$ cat src/design/rx_irq_pkg.sv
// package for the receive interrupt enable block: register map, field layouts,
// reset values and error-state thresholds.
// assumes a 32-bit classic wishbone slave with byte addresses; data in low byte.
package rx_irq_pkg;

  // register bus geometry
  localparam int ADR_W = 4;                       // byte address width of the slave
  localparam int DAT_W = 32;                      // wishbone data width
  localparam int CNT_W = 9;                       // error counter width, reaches past 255

  // register offsets, byte addresses
  localparam logic [3:0] FLAG_OFS = 4'h0;         // receive_flag_register
  localparam logic [3:0] ENABLE_OFS = 4'h4;       // receive_interrupt_enables
  localparam logic [3:0] CONTROL_OFS = 4'h8;      // control_register_zero

  // bit positions shared by flags and enables
  localparam int WAKE_BIT = 7;                    // wake flag / wake_irq_enable
  localparam int STATE_CHANGE_BIT = 6;            // state change flag / enable
  localparam int OVERRUN_BIT = 1;                 // overrun flag / enable
  localparam int RX_FULL_BIT = 0;                 // rx full flag / enable

  // control register bit positions
  localparam int INIT_REQ_BIT = 0;                // init_request, read/write
  localparam int INIT_ACK_BIT = 1;                // init_acknowledge, read only
  localparam int WAKE_FUNC_BIT = 2;               // wake_function_enable

  // reset values
  localparam logic [7:0] ENABLE_RESET = 8'h00;
  localparam logic [7:0] FLAG_RESET = 8'h00;
  localparam logic [1:0] STATE_RESET = 2'h0;

  // bits of the enable register cleared by initialization mode
  localparam logic [7:0] INIT_CLEAR_MASK = 8'hC3;
  // sticky event bits of the flag register
  localparam logic [7:0] EVENT_MASK = 8'hC3;

  // error counter thresholds
  localparam logic [CNT_W-1:0] WARN_LIMIT = 9'h060;    // 96
  localparam logic [CNT_W-1:0] PASSIVE_LIMIT = 9'h07F; // 127
  localparam logic [CNT_W-1:0] BUSOFF_LIMIT = 9'h0FF;  // 255

  // error state codes
  typedef enum logic [1:0] {
    ST_ACTIVE = 2'h0,                             // error active
    ST_WARNING = 2'h1,                            // warning level
    ST_PASSIVE = 2'h2,                            // error passive
    ST_BUSOFF = 2'h3                              // bus-off
  } err_state_t;

  // sensitivity codes
  localparam logic [1:0] SENS_NONE = 2'h0;
  localparam logic [1:0] SENS_BUSOFF = 2'h1;
  localparam logic [1:0] SENS_PASSIVE = 2'h2;
  localparam logic [1:0] SENS_ALL = 2'h3;

  // layout of receive_interrupt_enables
  typedef struct packed {
    logic wake_irq_enable;
    logic state_change_irq_enable;
    logic [1:0] rx_state_sensitivity;
    logic [1:0] tx_state_sensitivity;
    logic overrun_irq_enable;
    logic rx_full_irq_enable;
  } enables_t;

  // layout of receive_flag_register
  typedef struct packed {
    logic wake_flag;
    logic state_change_flag;
    logic [1:0] rx_state_bits;
    logic [1:0] tx_state_bits;
    logic overrun_flag;
    logic rx_full_flag;
  } flags_t;

endpackage : rx_irq_pkg

$ cat src/design/err_state_tracker.sv
// error state tracker: turns an error count into a state code, holds the
// reported code while a status change is pending, and flags qualifying changes.
// assumes counts are synchronous to clk; bus_off is decided by the caller.
`timescale 1ns/100ps
`default_nettype none
module err_state_tracker #(
  parameter int CNT_W = rx_irq_pkg::CNT_W
) (
  input wire logic clk,
  input wire logic rst,
  input wire logic ce,
  input wire logic [CNT_W-1:0] err_count,
  input wire logic bus_off,
  input wire logic [1:0] sensitivity,
  input wire logic hold,
  output logic [1:0] state_reg,
  output logic change_hit
);

  // count to state code, shared by the receiver and transmitter side
  function automatic logic [1:0] state_code(input logic [CNT_W-1:0] cnt, input logic off);
    if (off) begin
      state_code = rx_irq_pkg::ST_BUSOFF;
    end else if (cnt > rx_irq_pkg::PASSIVE_LIMIT) begin
      state_code = rx_irq_pkg::ST_PASSIVE;
    end else if (cnt > rx_irq_pkg::WARN_LIMIT) begin
      state_code = rx_irq_pkg::ST_WARNING;
    end else begin
      state_code = rx_irq_pkg::ST_ACTIVE;
    end
  endfunction : state_code

  logic [1:0] actual;                             // live state from the counters
  logic moved;                                    // live state differs from reported, no change pending
  logic qualifies;                                // change passes the sensitivity filter

  // sensitivity filter on the move from state_reg to actual
  always_comb begin
    actual = state_code(err_count, bus_off);
    moved = (actual != state_reg) && !hold;
    case (sensitivity)
      rx_irq_pkg::SENS_BUSOFF: qualifies = (actual == rx_irq_pkg::ST_BUSOFF) ||
                                           (state_reg == rx_irq_pkg::ST_BUSOFF);
      rx_irq_pkg::SENS_PASSIVE: qualifies = actual[1] || state_reg[1];
      rx_irq_pkg::SENS_ALL: qualifies = 1'b1;
      default: qualifies = 1'b0;
    endcase
    change_hit = moved && qualifies;
  end

  // reported state follows the live one only while nothing is pending
  always_ff @(posedge clk or posedge rst) begin
    if (rst) begin
      state_reg <= rx_irq_pkg::STATE_RESET;
    end else if (ce && moved) begin
      state_reg <= actual;
    end
  end

endmodule : err_state_tracker
`default_nettype wire

$ cat src/design/can_rx_interrupt_enable.sv
// receive interrupt enable block: enable register, sticky receive flags,
// error state reporting and the interrupt request outputs.
// assumes a classic wishbone master on clk and event pulses synchronous to clk.
`timescale 1ns/100ps
`default_nettype none
module can_rx_interrupt_enable #(
  parameter int CNT_W = rx_irq_pkg::CNT_W
) (
  input wire logic clk,
  input wire logic rst,
  input wire logic ce,
  input wire logic wb_cyc_i,
  input wire logic wb_stb_i,
  input wire logic wb_we_i,
  input wire logic [rx_irq_pkg::ADR_W-1:0] wb_adr_i,
  input wire logic [3:0] wb_sel_i,
  input wire logic [rx_irq_pkg::DAT_W-1:0] wb_dat_i,
  output logic [rx_irq_pkg::DAT_W-1:0] wb_dat_o,
  output logic wb_ack_o,
  input wire logic wake_activity,
  input wire logic overrun_event,
  input wire logic rx_full_event,
  input wire logic [CNT_W-1:0] rx_error_count,
  input wire logic [CNT_W-1:0] tx_error_count,
  output logic wake_irq,
  output logic error_irq,
  output logic rx_irq,
  output logic irq
);

  // bus slave states, gray along idle -> ack -> idle
  typedef enum logic [1:0] {
    BUS_IDLE = 2'h0,
    BUS_ACK = 2'h1
  } bus_state_t;

  bus_state_t bus_reg;                            // slave handshake state
  bus_state_t bus_next;
  rx_irq_pkg::enables_t enables_reg;              // receive_interrupt_enables
  rx_irq_pkg::flags_t flags;                      // flag register as read
  logic [7:0] event_flags_reg;                    // sticky event bits, layout of flags
  logic init_request_reg;                         // software init request
  logic init_acknowledge_reg;                     // follows the request one cycle later
  logic wake_function_reg;                        // wake_function_enable
  logic [7:0] rd_data_reg;                        // captured read byte
  logic [rx_irq_pkg::ADR_W-1:0] adr_q;            // whole address compared by decode, low bits included
  logic req;                                      // new request seen in idle
  logic wr_commit;                                // write takes effect this edge
  logic rd_commit;                                // flag register read completes this edge
  logic init_mode;                                // both init bits high
  logic writable;                                 // both init bits low
  logic [1:0] rx_state;                           // reported receiver state
  logic [1:0] tx_state;                           // reported transmitter state
  logic rx_hit;                                   // qualifying receiver change
  logic tx_hit;                                   // qualifying transmitter change
  logic bus_off;                                  // transmit counter past 255
  logic [7:0] set_mask;                           // event bits set this cycle
  logic [7:0] clr_mask;                           // event bits cleared by a read
  logic [7:0] enable_wr;                          // enable write value, low byte of wb_dat_i unmasked

  assign adr_q = wb_adr_i;

  // handshake: answer one cycle after the request, for one cycle
  // ack does not look at stb again, so a master must not abort mid-cycle
  always_comb begin
    req = wb_cyc_i && wb_stb_i && (bus_reg == BUS_IDLE);
    case (bus_reg)
      BUS_IDLE: bus_next = req ? BUS_ACK : BUS_IDLE;
      BUS_ACK: bus_next = BUS_IDLE;
      default: bus_next = BUS_IDLE;
    endcase
    wr_commit = (bus_reg == BUS_ACK) && wb_we_i && wb_sel_i[0];
    rd_commit = (bus_reg == BUS_ACK) && !wb_we_i && (adr_q == rx_irq_pkg::FLAG_OFS);
    wb_ack_o = (bus_reg == BUS_ACK);
    wb_dat_o = {24'h000000, rd_data_reg};
  end

  // slave state register
  always_ff @(posedge clk or posedge rst) begin
    if (rst) begin
      bus_reg <= BUS_IDLE;
    end else if (ce) begin
      bus_reg <= bus_next;
    end
  end

  // flag register view: sticky events plus reported states
  always_comb begin
    flags = rx_irq_pkg::flags_t'(event_flags_reg);
    flags.rx_state_bits = rx_state;
    flags.tx_state_bits = tx_state;
  end

  // read byte captured at request time; decode by address
  // capturing early keeps dat_o steady for the whole ack cycle
  always_ff @(posedge clk or posedge rst) begin
    if (rst) begin
      rd_data_reg <= 8'h00;
    end else if (ce && req) begin
      if (adr_q == rx_irq_pkg::FLAG_OFS) begin
        rd_data_reg <= flags;
      end else if (adr_q == rx_irq_pkg::ENABLE_OFS) begin
        rd_data_reg <= enables_reg;
      end else if (adr_q == rx_irq_pkg::CONTROL_OFS) begin
        rd_data_reg <= {5'h00, wake_function_reg, init_acknowledge_reg, init_request_reg};
      end else begin
        rd_data_reg <= 8'h00;                            // unmapped reads as zero
      end
    end
  end

  // control register: init request, its acknowledge, wake function
  // software leaves init mode by clearing the request; the acknowledge follows
  always_ff @(posedge clk or posedge rst) begin
    if (rst) begin
      init_request_reg <= 1'b0;
      init_acknowledge_reg <= 1'b0;
      wake_function_reg <= 1'b0;
    end else if (ce) begin
      // acknowledge trails the request so the two pass through mixed states
      init_acknowledge_reg <= init_request_reg;
      if (wr_commit && (adr_q == rx_irq_pkg::CONTROL_OFS)) begin
        init_request_reg <= wb_dat_i[rx_irq_pkg::INIT_REQ_BIT];
        wake_function_reg <= wb_dat_i[rx_irq_pkg::WAKE_FUNC_BIT];
      end
    end
  end

  assign init_mode = init_request_reg && init_acknowledge_reg;
  assign writable = !init_request_reg && !init_acknowledge_reg;
  assign enable_wr = wb_dat_i[7:0];

  // enable register: gated writes, init mode clears all but sensitivity
  // writes in the mixed init states are dropped, not deferred
  always_ff @(posedge clk or posedge rst) begin
    if (rst) begin
      enables_reg <= rx_irq_pkg::ENABLE_RESET;
    end else if (ce) begin
      if (init_mode) begin
        // sensitivity fields keep their programmed values
        enables_reg <= enables_reg & ~rx_irq_pkg::INIT_CLEAR_MASK;
      end else if (wr_commit && writable && (adr_q == rx_irq_pkg::ENABLE_OFS)) begin
        enables_reg <= enable_wr;
      end
    end
  end

  // error state trackers, both frozen while a status change is pending
  // bus-off comes from the transmit count alone and drives both codes,
  // so a transmitter leaving bus-off drags the receiver back as well
  assign bus_off = tx_error_count > rx_irq_pkg::BUSOFF_LIMIT;

  err_state_tracker #(.CNT_W(CNT_W)) rx_track (
    .clk(clk),
    .rst(rst),
    .ce(ce),
    .err_count(rx_error_count),
    .bus_off(bus_off),
    .sensitivity(enables_reg.rx_state_sensitivity),
    .hold(event_flags_reg[rx_irq_pkg::STATE_CHANGE_BIT]),
    .state_reg(rx_state),
    .change_hit(rx_hit)
  );

  err_state_tracker #(.CNT_W(CNT_W)) tx_track (
    .clk(clk),
    .rst(rst),
    .ce(ce),
    .err_count(tx_error_count),
    .bus_off(bus_off),
    .sensitivity(enables_reg.tx_state_sensitivity),
    .hold(event_flags_reg[rx_irq_pkg::STATE_CHANGE_BIT]),
    .state_reg(tx_state),
    .change_hit(tx_hit)
  );

  // event set and read-clear masks; only bits the reader saw are cleared
  always_comb begin
    set_mask = 8'h00;
    // wake needs the wake function armed, software arms both enables
    set_mask[rx_irq_pkg::WAKE_BIT] = wake_activity && wake_function_reg;
    set_mask[rx_irq_pkg::STATE_CHANGE_BIT] = rx_hit || tx_hit;
    set_mask[rx_irq_pkg::OVERRUN_BIT] = overrun_event;
    set_mask[rx_irq_pkg::RX_FULL_BIT] = rx_full_event;
    clr_mask = rd_commit ? (rd_data_reg & rx_irq_pkg::EVENT_MASK) : 8'h00;
  end

  // sticky events: a set in the clearing cycle wins
  // the clear mask is the byte the reader saw, so a late event is not lost
  always_ff @(posedge clk or posedge rst) begin
    if (rst) begin
      event_flags_reg <= rx_irq_pkg::FLAG_RESET;
    end else if (ce) begin
      event_flags_reg <= (event_flags_reg & ~clr_mask) | set_mask;
    end
  end

  // request levels from registered flags and enables
  always_comb begin
    wake_irq = flags.wake_flag && enables_reg.wake_irq_enable;
    error_irq = (flags.state_change_flag && enables_reg.state_change_irq_enable) ||
                (flags.overrun_flag && enables_reg.overrun_irq_enable);
    rx_irq = flags.rx_full_flag && enables_reg.rx_full_irq_enable;
    irq = wake_irq || error_irq || rx_irq;
  end
endmodule : can_rx_interrupt_enable
`default_nettype wire

$ cat config.mk
export PLATFORM = sky130hd
export DESIGN_NAME = can_rx_interrupt_enable
export DESIGN_NICKNAME = d
export VERILOG_FILES = /design/src/design/rx_irq_pkg.sv /design/src/design/err_state_tracker.sv /design/src/design/can_rx_interrupt_enable.sv
export SDC_FILE = /design/constraint.sdc
export NUM_CORES = 1
export LEC_CHECK = 0
export ABC_AREA = 1
export BUFFER_PORTS_ARGS = -buffer_cell sky130_fd_sc_hd__buf_2
export CORE_AREA = 2 2 59 83
export CTS_CLUSTER_SIZE = 14
export DETAILED_ROUTE_END_ITERATION = 10
export DIE_AREA = 0 0 61 85
export PLACE_DENSITY = 0.89
export SKIP_CTS_REPAIR_TIMING = 1
export SLEW_MARGIN = 20
export SYNTH_ARGS = -nofsm -noshare
export SYNTH_HDL_FRONTEND = slang
export SYNTH_HIERARCHICAL = 1
export SYNTH_SLANG_ARGS = --single-unit
$ cat constraint.sdc
create_clock -name clk -period 1.65 [get_ports clk]
set_input_delay 0.2475 -clock clk [delete_from_list [all_inputs] [get_ports clk]]
set_output_delay 0.2475 -clock clk [all_outputs]
set_load 0.1 [all_outputs]
==> results.yml <==
pwr:
  peakVddDrop_mv: 0.341
  powerDensity_nw_per_um2: 959
  power.leakage_nw: 1.33
setup_path:
  arrival_ns: 1.31
  critPathKind: "register to primary output"
  required_ns: 1.40
  cp-end-kind: "primary output"
  cp-start-kind: "register"
  crit_fanout: 3
floorplan:
  row_count: 29
  fp.dieW_um: 61
  dieArea_um2: 5190
  initial_core_util: 0.432
  die-height_um: 85
  io_pins: 104
  core-area_um2: 4460
route:
  finalWirelength_mm: 4.24
  vias_per_cell: 4.63
  first_iter_violations: 50
  vias: 1786
  drc: 0
  wl_per_cell_um: 11.0
  route.antenna.remaining_nets: 0
  drt-pass1-iter-count: 4
sta:
  timing.final.crit_share: 0.946
  drv_slew: 0
  finalHoldViolCount: 0
  fmax_ghz: 0.641
  rsz0062_at_grt: "no"
  setup_violations: 0
  period_needed_ns: 1.56
  fin_skew_ns: 0.00418
finish:
  fin_area_um2: 2260
  final_cells: 386
  synthToLayoutAreaGrowth_pct: 17.3
  drive_gt1_frac: 0.281
  antennaDiodeCount: 0
  nets: 394
logic_synthesis:
  synth_edf_count: 0
  yosysMostFrequentCell: "nand2_1"
  yosysTopAreaCell: "dfrtp_1"
  avgSynthCellArea_um2: 7.22
  synth_ff_type: "dfrtp_1"
  synth-seq-area-share: 0.363
  synthArstFlopShare: 1.00
  synth_seq_cells: 28
  synthesis.area_um2: 1930
  synth_top_area_share: 0.363
  ys_top_cells_by_area: "dfrtp_1 36%, nand2_1 15%, buf_4 9.3%"
  yosysWarnings: 6
  synth_cell_types: 25
  ys_top_cells_by_count: "77 x nand2_1, 39 x inv_1, 30 x nand3_1, 28 x dfrtp_1, 24 x buf_4"
  synthCells: 267
hold_path:
  hp-class: "input port to register"
grt:
  gr-usage-met1: 0.184
  grt_max_degree: 25
  grt_pass1_vias: 1704
  grt_util_all_layers: 0.175
  grt_pass1_wl_mm: 6.83
  grt_use_met2: 0.321
  use_met3: 0.0168
  top_usage_layer: "met2"
  grt_overflow: 0
  antenna_found_initial: 0
run_status:
  status: "complete, no violations"
clock_tree:
  clock_sinks: 28
  numCtsBuffers: 3
  cts_root_buf: "clkbuf_8"
  cts_tree: "yes"
  clk-insertion-delay-late_ns: 0.28
  path_clk_slew_ns: 0.09
  htree_levels: 1
  clk_path_buf_depth: 2
place:
  port_buffers: 52
  dp.cells: 381
  gp_congestion: 0.887
  place_area_um2: 2190
  dp.final_hpwl_mm: 3.48
run:
  maxCapViolCount: 0
metal layers:
layer / share of wire / routed length, um
met4: 0.029 / 124
met5: 0 / 0
met2: 0.54 / 2280
met3: 0.051 / 217
met1: 0.38 / 1620
worst paths after layout:
path / depth (start not counted) / startpoint / slack, ns / to
max in group asynchronous: 4 / rst / 0.83 / bus_reg[0]
worst max-delay path: 4 / event_flags_reg[1] / 0.09 / irq
worst min register to register: 2 / rd_data_reg[4] / 0.49 / rd_data_reg[4]
min in group asynchronous: 3 / rst / 0.37 / rx_track/state_reg[1]
worst max register to register: 8 / tx_track/state_reg[1] / 0.30 / event_flags_reg[6]
worst min-delay path: 3 / rx_full_event / 0.16 / event_flags_reg[0]
placed cells by master, fill, tap and decap left out, types with 5 or more instances in the layout:
cell type   n
nor2_2      5
nand3_1    30
o21ai_0     8
dfrtp_1    27
inv_1      39
nand2_2    10
buf_4       5
nor2_1     13
nand2_1    76
buf_2      51
nand4_1     8
conb_1     24
critical path, stage by stage, from the launching register on:
cell     delay [ns]
dfrtp_1        0.40
a22o_2         0.28
nor2_1         0.11
nand2_2        0.06
buf_6          0.18
power breakdown:
group	internal, W	switching (W)	leakage, nW
Sequential	0.000778	0.0000855	0.364
Combinational	0.000200	0.000679	0.934
Clock	0.000214	0.000213	0.0288
stage by stage:
step	hold slack, ns	worst slack, ns	util	TNS [ns]	power (W)
final	0.163	0.0897	0.507	0	0.00217
after global routing	0.177	0.0277	0.507	0	0.00229
after CTS	-0.177	-0.0119	0.503	-0.0119	0.00217
after detailed placement	0.131	0.113	0.491	0	0.00175
after global placement	0.129	0.138	0.491	0	0.00172
after floorplan	-0.0113	-0.145	-	-0.145	0.00162
logic make-up (layout without fill, tap and decap cells):
group                    count (synthesis)  in the layout  share of synthesized area
buffers and inverters                   67            101                      0.182
AO/OA/AOI/OAI                           16             16                     0.0552
flip-flops                              28             28                      0.363
adder cells (fa/ha/maj)                  2              2                     0.0130
AND/OR/NAND/NOR                        153            153                      0.385
other                                    1             24                    0.00194
cell type report:
cell class | instances | area [um2]
timing repair buffer | 58 | 314
fill | 481 | 2200
inverter | 39 | 146
sequential | 28 | 702
multi-input combinational | 195 | 967
tap | 62 | 77.6
clock buffer | 4 | 55.1
Note: power is estimated with default switching activity, not from simulation.
